--- src/core/cci_pkg.sv ---
// Summary of operation
// - select bit 1: AND all unmasked flags
// - select bit 0: OR any unmasked flag
// - enable bit 0 resets 0, pins quiet
// - enable 0 freezes flags against source edges
// - live register always shows raw sources
// - secondary rise bit 7, fall bit 6
// - primary rise bit 5, fall bit 4
// - per-pin open-drain select bits 1 and 0
// - polarity 1 rising, 0 falling sets flag
// - mask bit 1 removes source from pins and comb-rise event; its edges still set the flag-set event
package cci_pkg;
    localparam int NUM_SRC = 8;
    localparam int ADDR_W = 12;
    localparam int DATA_W = 32;
    localparam int REG_W = 8;

    // register indices; the byte address is four times the index
    localparam logic [7:0] IDX_IRQ_MASK = 8'h0e;
    localparam logic [7:0] IDX_IRQ_POL = 8'h0f;
    localparam logic [7:0] IDX_IRQ_FLAG = 8'h10;
    localparam logic [7:0] IDX_INT_CTRL = 8'h11;
    localparam logic [7:0] IDX_SLEW_STS = 8'h12;
    localparam logic [7:0] IDX_PIN_CTRL = 8'h13;
    localparam logic [7:0] IDX_IRQ_LIVE = 8'h14;
    localparam logic [7:0] IDX_EVT_STS = 8'h15;
    localparam logic [7:0] IDX_EVT_CLR = 8'h16;
    localparam logic [7:0] IDX_EVT_EN = 8'h17;

    localparam int INTERRUPT_CONTROL_EN_BIT = 0;
    localparam int INTERRUPT_CONTROL_AND_BIT = 1;
    localparam logic [7:0] INTERRUPT_CONTROL_WMASK = 8'h03;
    localparam int PIN_OD_FIRST_BIT = 0;
    localparam int PIN_OD_SECOND_BIT = 1;
    localparam logic [7:0] PINCTL_WMASK = 8'h3f;
    localparam int SLEW_LSB = 4;
    localparam int SLEW_W = 4;
    localparam int SRC_PLL_ONE_LOCK_LOST = 7;

    localparam int EVT_FLAG_SET = 0;
    localparam int EVT_COMB_RISE = 1;
    localparam int EVT_W = 2;

    localparam logic [7:0] REG_RST = 8'h00;
    localparam logic [DATA_W-1:0] RDATA_RST = 32'h0000_0000;

    typedef struct packed {
        logic psel;
        logic penable;
        logic pwrite;
        logic [ADDR_W-1:0] paddr;
        logic [DATA_W-1:0] pwdata;
    } cci_apb_req_t;

    typedef struct packed {
        logic out;
        logic oe_n;
    } cci_pin_t;

    // field order matches the read layout, bit 7 down to bit 4
    typedef struct packed {
        logic secondary_rise_valid;
        logic secondary_fall_valid;
        logic primary_rise_valid;
        logic primary_fall_valid;
    } cci_slew_t;
endpackage

--- src/core/cci_src_flags.sv ---
`timescale 1ns/1ps
module cci_src_flags (
    input wire logic pclk,
    input wire logic presetn,
    input wire logic [cci_pkg::NUM_SRC-1:0] src_async,
    input wire cci_pkg::cci_slew_t slew_async,
    input wire logic [cci_pkg::NUM_SRC-1:0] irq_edge_polarity,
    input wire logic irq_en,
    input wire logic clr_we,
    input wire logic [cci_pkg::NUM_SRC-1:0] clr_data,
    output logic [cci_pkg::NUM_SRC-1:0] irq_live_state,
    output cci_pkg::cci_slew_t slew_sync,
    output logic [cci_pkg::NUM_SRC-1:0] flags_q,
    output logic set_pulse
);
    import cci_pkg::*;

    logic [NUM_SRC-1:0] meta_q, meta_d, sync_q, sync_d, prev_q, prev_d, edge_hit, flags_d;
    logic [SLEW_W-1:0] smeta_q, smeta_d, ssync_q, ssync_d;

    // first stage feeds only the second stage
    genvar i;
    generate
        for (i = 0; i < NUM_SRC; i++) begin : g_edge
            assign edge_hit[i] = irq_edge_polarity[i] ? (sync_q[i] & ~prev_q[i])
                                                      : (~sync_q[i] & prev_q[i]);
        end
    endgenerate

    always_comb begin
        meta_d = src_async;
        sync_d = meta_q;
        prev_d = sync_q;
        smeta_d = slew_async;
        ssync_d = smeta_q;
        flags_d = flags_q;
        if (clr_we) begin
            flags_d = flags_q & clr_data;
        end
        // a set in the clearing cycle wins; edges are ignored while disabled
        if (irq_en) begin
            flags_d = flags_d | edge_hit;
        end
    end

    always_ff @(posedge pclk or negedge presetn) begin
        if (!presetn) begin
            meta_q <= REG_RST;
            sync_q <= REG_RST;
            prev_q <= REG_RST;
            flags_q <= REG_RST;
            smeta_q <= '0;
            ssync_q <= '0;
        end else begin
            meta_q <= meta_d;
            sync_q <= sync_d;
            prev_q <= prev_d;
            flags_q <= flags_d;
            smeta_q <= smeta_d;
            ssync_q <= ssync_d;
        end
    end

    assign irq_live_state = sync_q;
    assign slew_sync = cci_slew_t'(ssync_q);
    assign set_pulse = irq_en & (|edge_hit);
endmodule

--- src/core/cci_top.sv ---
`timescale 1ns/1ps
module cci_top (
    input wire logic pclk,
    input wire logic presetn,
    input wire cci_pkg::cci_apb_req_t apb_req,
    output logic [cci_pkg::DATA_W-1:0] prdata,
    output logic pready,
    output logic pslverr,
    input wire logic [cci_pkg::NUM_SRC-1:0] irq_src,
    input wire cci_pkg::cci_slew_t slew_in,
    output cci_pkg::cci_pin_t status_pin_first,
    output cci_pkg::cci_pin_t status_pin_second,
    output logic irq
);
    import cci_pkg::*;

    function automatic logic reg_hit(input logic [ADDR_W-1:0] addr, input logic [7:0] idx);
        reg_hit = (addr == {2'b00, idx, 2'b00});
    endfunction

    function automatic logic addr_mapped(input logic [ADDR_W-1:0] addr);
        addr_mapped = reg_hit(addr, IDX_IRQ_MASK) | reg_hit(addr, IDX_IRQ_POL)
                    | reg_hit(addr, IDX_IRQ_FLAG) | reg_hit(addr, IDX_INT_CTRL)
                    | reg_hit(addr, IDX_SLEW_STS) | reg_hit(addr, IDX_PIN_CTRL)
                    | reg_hit(addr, IDX_IRQ_LIVE) | reg_hit(addr, IDX_EVT_STS)
                    | reg_hit(addr, IDX_EVT_CLR) | reg_hit(addr, IDX_EVT_EN);
    endfunction

    logic [REG_W-1:0] mask_q, mask_d, pol_q, pol_d, interrupt_control_q, interrupt_control_d, pinctl_q, pinctl_d;
    logic [EVT_W-1:0] evt_sts_q, evt_sts_d, evt_en_q, evt_en_d;
    logic [DATA_W-1:0] prdata_q, prdata_d;
    logic comb_q, comb_d;
    cci_pin_t first_q, first_d, second_q, second_d;
    logic irq_q, irq_d;

    logic setup, access, wr, mapped;
    logic [REG_W-1:0] wbyte;
    logic [NUM_SRC-1:0] live, flags;
    cci_slew_t slew_s;
    logic flag_set;
    logic int_en, and_sel, any_unmasked, comb_raw;

    assign setup = apb_req.psel & ~apb_req.penable;
    assign access = apb_req.psel & apb_req.penable;
    assign mapped = addr_mapped(apb_req.paddr);
    assign wr = access & apb_req.pwrite & mapped;
    assign wbyte = apb_req.pwdata[REG_W-1:0];
    // zero wait states: every access completes in its first access cycle
    assign pready = 1'b1;
    assign pslverr = access & ~mapped;

    assign int_en = interrupt_control_q[INTERRUPT_CONTROL_EN_BIT];
    assign and_sel = interrupt_control_q[INTERRUPT_CONTROL_AND_BIT];

    cci_src_flags u_src (
        .pclk(pclk),
        .presetn(presetn),
        .src_async(irq_src),
        .slew_async(slew_in),
        .irq_edge_polarity(pol_q),
        .irq_en(int_en),
        .clr_we(wr & reg_hit(apb_req.paddr, IDX_IRQ_FLAG)),
        .clr_data(wbyte),
        .irq_live_state(live),
        .slew_sync(slew_s),
        .flags_q(flags),
        .set_pulse(flag_set)
    );

    // with every source masked, AND mode stays low rather than going true vacuously
    assign any_unmasked = |(~mask_q);
    always_comb begin
        if (and_sel) begin
            comb_raw = any_unmasked & (&(flags | mask_q));
        end else begin
            comb_raw = |(flags & ~mask_q);
        end
    end

    always_comb begin
        mask_d = mask_q;
        pol_d = pol_q;
        interrupt_control_d = interrupt_control_q;
        pinctl_d = pinctl_q;
        evt_en_d = evt_en_q;
        if (wr) begin
            if (reg_hit(apb_req.paddr, IDX_IRQ_MASK)) begin
                mask_d = wbyte;
            end
            if (reg_hit(apb_req.paddr, IDX_IRQ_POL)) begin
                pol_d = wbyte;
            end
            if (reg_hit(apb_req.paddr, IDX_INT_CTRL)) begin
                interrupt_control_d = wbyte & INTERRUPT_CONTROL_WMASK;
            end
            if (reg_hit(apb_req.paddr, IDX_PIN_CTRL)) begin
                pinctl_d = wbyte & PINCTL_WMASK;
            end
            if (reg_hit(apb_req.paddr, IDX_EVT_EN)) begin
                evt_en_d = wbyte[EVT_W-1:0];
            end
        end
    end

    always_ff @(posedge pclk or negedge presetn) begin
        if (!presetn) begin
            mask_q <= REG_RST;
            pol_q <= REG_RST;
            interrupt_control_q <= REG_RST;
            pinctl_q <= REG_RST;
            evt_en_q <= '0;
        end else begin
            mask_q <= mask_d;
            pol_q <= pol_d;
            interrupt_control_q <= interrupt_control_d;
            pinctl_q <= pinctl_d;
            evt_en_q <= evt_en_d;
        end
    end

    always_comb begin
        prdata_d = prdata_q;
        if (setup) begin
            prdata_d = RDATA_RST;
            if (reg_hit(apb_req.paddr, IDX_IRQ_MASK)) begin
                prdata_d[REG_W-1:0] = mask_q;
            end
            if (reg_hit(apb_req.paddr, IDX_IRQ_POL)) begin
                prdata_d[REG_W-1:0] = pol_q;
            end
            if (reg_hit(apb_req.paddr, IDX_IRQ_FLAG)) begin
                prdata_d[REG_W-1:0] = flags;
            end
            if (reg_hit(apb_req.paddr, IDX_INT_CTRL)) begin
                prdata_d[REG_W-1:0] = interrupt_control_q;
            end
            if (reg_hit(apb_req.paddr, IDX_SLEW_STS)) begin
                prdata_d[SLEW_LSB +: SLEW_W] = slew_s;
            end
            if (reg_hit(apb_req.paddr, IDX_PIN_CTRL)) begin
                prdata_d[REG_W-1:0] = pinctl_q;
            end
            if (reg_hit(apb_req.paddr, IDX_IRQ_LIVE)) begin
                prdata_d[NUM_SRC-1:0] = live;
            end
            if (reg_hit(apb_req.paddr, IDX_EVT_STS)) begin
                prdata_d[EVT_W-1:0] = evt_sts_q;
            end
            if (reg_hit(apb_req.paddr, IDX_EVT_EN)) begin
                prdata_d[EVT_W-1:0] = evt_en_q;
            end
        end
    end

    always_ff @(posedge pclk or negedge presetn) begin
        if (!presetn) begin
            prdata_q <= RDATA_RST;
        end else begin
            prdata_q <= prdata_d;
        end
    end
    assign prdata = prdata_q;

    // pin stage: registered so the pads never see decode glitches
    always_comb begin
        comb_d = comb_raw & int_en;
        first_d.out = comb_d;
        first_d.oe_n = 1'b0;
        second_d.out = comb_d;
        second_d.oe_n = 1'b0;
        // open-drain pulls low while asserted and floats otherwise
        if (pinctl_q[PIN_OD_FIRST_BIT]) begin
            first_d.out = 1'b0;
            first_d.oe_n = ~comb_d;
        end
        if (pinctl_q[PIN_OD_SECOND_BIT]) begin
            second_d.out = 1'b0;
            second_d.oe_n = ~comb_d;
        end
    end

    // local event bits: set wins over a clear in the same cycle
    always_comb begin
        evt_sts_d = evt_sts_q;
        if (wr && reg_hit(apb_req.paddr, IDX_EVT_CLR)) begin
            evt_sts_d = evt_sts_q & ~wbyte[EVT_W-1:0];
        end
        evt_sts_d[EVT_FLAG_SET] = evt_sts_d[EVT_FLAG_SET] | flag_set;
        evt_sts_d[EVT_COMB_RISE] = evt_sts_d[EVT_COMB_RISE] | (comb_d & ~comb_q);
        irq_d = |(evt_sts_d & evt_en_d);
    end

    always_ff @(posedge pclk or negedge presetn) begin
        if (!presetn) begin
            comb_q <= 1'b0;
            first_q <= '0;
            second_q <= '0;
            evt_sts_q <= '0;
            irq_q <= 1'b0;
        end else begin
            comb_q <= comb_d;
            first_q <= first_d;
            second_q <= second_d;
            evt_sts_q <= evt_sts_d;
            irq_q <= irq_d;
        end
    end

    assign status_pin_first = first_q;
    assign status_pin_second = second_q;
    assign irq = irq_q;

    a_and_combine: assert property (
        @(posedge pclk) disable iff (!presetn)
        (int_en && and_sel && !pinctl_q[PIN_OD_FIRST_BIT] && any_unmasked
         && ((flags | mask_q) == 8'hff) && $stable(interrupt_control_q) && $stable(pinctl_q))
        |=> status_pin_first.out)
        else $error("and mode did not assert with all unmasked flags set");

    a_and_partial: assert property (
        @(posedge pclk) disable iff (!presetn)
        (and_sel && ((flags | mask_q) != 8'hff)) |=> !comb_q)
        else $error("and mode asserted with an unmasked flag clear");

    a_or_combine: assert property (
        @(posedge pclk) disable iff (!presetn)
        (int_en && !and_sel && |(flags & ~mask_q)) |=> comb_q)
        else $error("or mode missed an unmasked flag");

    a_disabled_quiet: assert property (
        @(posedge pclk) disable iff (!presetn)
        !int_en |=> (!status_pin_first.out && !status_pin_second.out && !comb_q))
        else $error("status pin signalled while disabled");

    a_flags_frozen: assert property (
        @(posedge pclk) disable iff (!presetn)
        (!int_en && !(wr && reg_hit(apb_req.paddr, IDX_IRQ_FLAG))) |=> $stable(flags))
        else $error("flags changed while disabled");

    a_live_read: assert property (
        @(posedge pclk) disable iff (!presetn)
        (setup && reg_hit(apb_req.paddr, IDX_IRQ_LIVE))
        |=> (prdata[NUM_SRC-1:0] == $past(live)))
        else $error("live register read mismatch");

    a_slew_layout: assert property (
        @(posedge pclk) disable iff (!presetn)
        (setup && reg_hit(apb_req.paddr, IDX_SLEW_STS))
        |=> (prdata[REG_W-1:0] == {$past(slew_s), 4'h0}))
        else $error("slew status bits misplaced");

    a_open_drain: assert property (
        @(posedge pclk) disable iff (!presetn)
        pinctl_q[PIN_OD_SECOND_BIT] && $stable(pinctl_q)
        |-> (!status_pin_second.out && (status_pin_second.oe_n == !comb_q)))
        else $error("second pin not open drain");

    a_edge_sets: assert property (
        @(posedge pclk) disable iff (!presetn)
        (int_en && pol_q[SRC_PLL_ONE_LOCK_LOST] && $rose(live[SRC_PLL_ONE_LOCK_LOST]))
        |=> flags[SRC_PLL_ONE_LOCK_LOST])
        else $error("rising edge did not set the lock lost flag");

    a_mask_blocks: assert property (
        @(posedge pclk) disable iff (!presetn)
        (mask_q == 8'hff) |=> !comb_q)
        else $error("fully masked sources raised the interrupt");
endmodule

--- config.mk ---
export PLATFORM = sky130hd
export DESIGN_NAME = cci_top
export DESIGN_NICKNAME = d
export VERILOG_FILES = /design/src/core/cci_pkg.sv /design/src/core/cci_src_flags.sv /design/src/core/cci_top.sv
export SDC_FILE = /design/constraint.sdc
export NUM_CORES = 1
export LEC_CHECK = 0
export ABC_AREA = 1
export BUFFER_PORTS_ARGS = -buffer_cell sky130_fd_sc_hd__buf_2
export CORE_AREA = 5 5 89 91
export DETAILED_ROUTE_END_ITERATION = 10
export DIE_AREA = 0 0 94 96
export PLACE_DENSITY = 0.87
export SETUP_SLACK_MARGIN = 0.4
export SYNTH_ARGS = -nofsm -noshare
export SYNTH_HDL_FRONTEND = slang
export SYNTH_SLANG_ARGS = --single-unit
export TNS_END_PERCENT = 5
--- constraint.sdc ---
create_clock -name pclk -period 2.1 [get_ports pclk]
set_input_delay 0.42 -clock pclk [delete_from_list [all_inputs] [get_ports pclk]]
set_output_delay 0.42 -clock pclk [all_outputs]
set_load 0.02 [all_outputs]
==> metrics.txt <==
mapped cell area 3890 sq um; Crit Path Max Fanout 5; CP Cell Sequence buf_6 > nor2_4 > nand2_2 > nor2_4 > nand3_2 > nand2_2 > nor2_4 > nand2_4 > nor2_2 > buf_6; core area 7060 sq um; GPL Wtd Cong 0.903; placed insts 623; initial core utilization 55.1%; WP data required 1.68 ns; share of cells above drive strength 1 24.4%; I/O pin cnt 100; Final min period 1.84 ns; Wirelength per Cell 14.6 microns; first-pass GRT wire length 14600 microns; simple-gate share of the synthesized area 28.4%; worst-skew pair later-pin latency 0.35 ns; Compound-Gate Fraction of Synth Area 7.75%; Die Wd 94 microns; CP bufs+invs 2; HP Class input pin to flop; TNS Setup 0 ns; fin. max-slew vios 0; dominant cells by area after synthesis dfrtp_1 53%, nand2_1 14%, buf_4 4.8%; Vias/cell 5.29; run status completed; Crit. End Element output pin; GRT overflow 0; area growth from synthesis to final layout 19.8%; Synth Area in Adders 0%; H-tree Lvls 3; first-pass iteration count of the detailed router 5; Clock Power Share 37.9%; Largest delay share family, worst path simple AND/OR/NAND/NOR gates; Pwr Density 640 nW/um^2; portion of netlist area occupied by mux cells 0%; die area 9020 sq um; largest family of logic cells by synthesized area simple AND/OR/NAND/NOR gates; Clock Sinks 82; pin count of the biggest net entering global routing 41; RSZ-0062 raised after global routing true; FMAX 542 MHz; CP Class input pin to output pin; clk_skew 0.00822 ns; final setup fails 0; DPL Wire Length 6420 microns; Final period util 87.8%; Clk pin slew, worst setup/hold paths 0.08 ns; Final Hold Vio Count 0; yosys warns 0; max incr delay on CP 0.19 ns; Comb power frac 7.6%; Crit-path slowest cell nor2_4; post-synthesis xor/xnor area fraction 0%; maximum buffer depth of the clock tree 2; Seq pwr share 54.5%; input/output buffers 50; switch share 24.4%; Final nets 607; pre-CTS setup slack 0.00962 ns; TritonCTS clock tree done; Final ANT Viol Nets 0; Inserted Clock Buffers 9; root buf cell clkbuf_8; Max-Cap Viols 0; Lkg Pwr 2.35 nW; most frequent cell after synthesis nand2_1; Crit path top cell by count nor2_4; VDD IR max 498 uV; fraction of registers with async set/reset 100%; Antenna Diode Count 0; internal power 2.25 mW; Mean Syn Cell Area 8.27 sq um; register area share after synthesis 52.8%; All-Layer GR Usage 20.9%; CP Data Arrival Time 1.42 ns; dominant synthesized flop cell dfrtp_1; DRC viols 0; Finished Layout Cells 649; initial antenna violation count 0; Chip Height 96 microns; startpoint types input pin; Commonest cells post-synth 147 x nand2_1, 82 x dfrtp_1, 50 x inv_1; Synth top area share 52.8%; number of synthesized flops with an enable pin 0; number of different library cells in the post-synthesis netlist 30; Initial DRC Count 238; Net Sw Power 0.726 mW; Final WS setup 0.256 ns; synthesized instance count 470; Detailed Route WL 9500 microns; vias 3433; # rows 31; Yosys reg bits 82; vias in the first global route 3274; Synth area leader dfrtp_1
final timing paths:
path	start	end	slack [ns]	depth (start not counted)
worst min-delay path	irq_src[3]	u_src.meta_q[3]$_DFF_PN0_	0.17	1
worst max-delay path	apb_req[33]	pslverr	0.26	10
min in group asynchronous	presetn	u_src.prev_q[4]$_DFF_PN0_	0.51	2
worst max register to register	u_src.irq_live_state[2]$_DFF_PN0_	irq$_DFF_PN0_	0.59	8
max in group asynchronous	presetn	u_src.prev_q[6]$_DFF_PN0_	1.01	3
worst min register to register	u_src.meta_q[0]$_DFF_PN0_	u_src.irq_live_state[0]$_DFF_PN0_	0.35	0
layout by cell type (no fill, tap or decap):
master | Yosys | routed
buf_4 | 25 | 22
inv_6 | 0 | 1
o211ai_1 | 1 | 1
a21boi_2 | 1 | 1
nand2_1 | 147 | 143
clkinv_2 | 0 | 1
buf_2 | 2 | 43
nand3_1 | 32 | 24
nor4_1 | 3 | 3
nand2_2 | 6 | 9
o21ai_0 | 17 | 17
nor2_4 | 2 | 11
clkbuf_1 | 2 | 1
o21ai_2 | 8 | 8
dfrtp_1 | 82 | 82
nor3_1 | 6 | 6
inv_2 | 1 | 5
or2_2 | 1 | 1
nor2_1 | 34 | 30
clkinvlp_4 | 0 | 1
o21a_1 | 1 | 1
o21ai_1 | 2 | 2
nand3b_1 | 1 | 1
a21oi_1 | 12 | 12
buf_12 | 0 | 2
nor2_2 | 8 | 3
nand2_4 | 1 | 2
bufinv_16 | 0 | 1
buf_6 | 1 | 5
nand3_2 | 0 | 8
nand4_1 | 12 | 12
conb_1 | 2 | 25
or2_1 | 1 | 1
clkbuf_8 | 0 | 10
o22ai_1 | 8 | 8
inv_1 | 50 | 46
dlygate4sd3_1 | 0 | 1
power groups by stage:
stage	Sequential (mW)	Clock [mW]	Combinational [mW]
2_1_floorplan	1.65	0	0.133
3_3_place_gp	1.65	0	0.189
3_5_place_dp	1.66	0	0.194
4_1_cts	1.62	1.15	0.212
5_1_grt	1.63	1.21	0.247
6_report	1.62	1.13	0.225
logic make-up after synthesis:
logic type      Yosys count
compound gates           50
buf+inv                  82
flops                    82
simple gates            254
other cells               2
metrics by stage:
step	power (mW)	cell area [sq um]	util [%]	hold slack, ns
detailed placement	1.85	4240	60.0	0.330
floorplan	1.78	3980	-	0.124
CTS	2.98	4580	64.9	0.160
global route	3.09	4660	66.0	0.156
global placement	1.84	4240	60.0	0.323
finish	2.98	4660	66.0	0.171
cell type report:
cell class                 instances  area, sq um
clock inverter                     4         51.3
multi-input combinational        329         1610
fill                             557         2400
tap                               99          124
sequential                        82         2050
clock buffer                      11          141
timing repair buffer              73          487
inverter                          51          191
sequential cells by signal, summed over array words and instances, names as in the netlist:
signal	cells
comb_q	1
evt_en_q	2
evt_sts_q	2
interrupt_control_q	2
irq	1
mask_q	8
pinctl_q	6
pol_q	8
prdata	8
status_pin_first	2
status_pin_second	2
u_src.flags_q	8
u_src.irq_live_state	8
u_src.meta_q	8
u_src.prev_q	8
u_src.slew_sync	4
u_src.smeta_q	4
metal layers:
metal / up-vias / track usage (%) / part of all wire, %
met4: 0 / 9.39 / 3.2
met5: - / 0 / 0
li1: 1595 / - / -
met3: 42 / 4.30 / 7.2
met2: 173 / 35.4 / 50
met1: 1623 / 25.9 / 40
timing repair:
action / CTS / global route
hold endpoints to repair: 19 / 0
endpoints found under the setup margin: 9 / 33
pin swaps: 13 / 13
buffers inserted: 8 / 2
hold buffers: 1 / 0
resized for setup: 20 / 18
(Power assumes the default switching activity.)
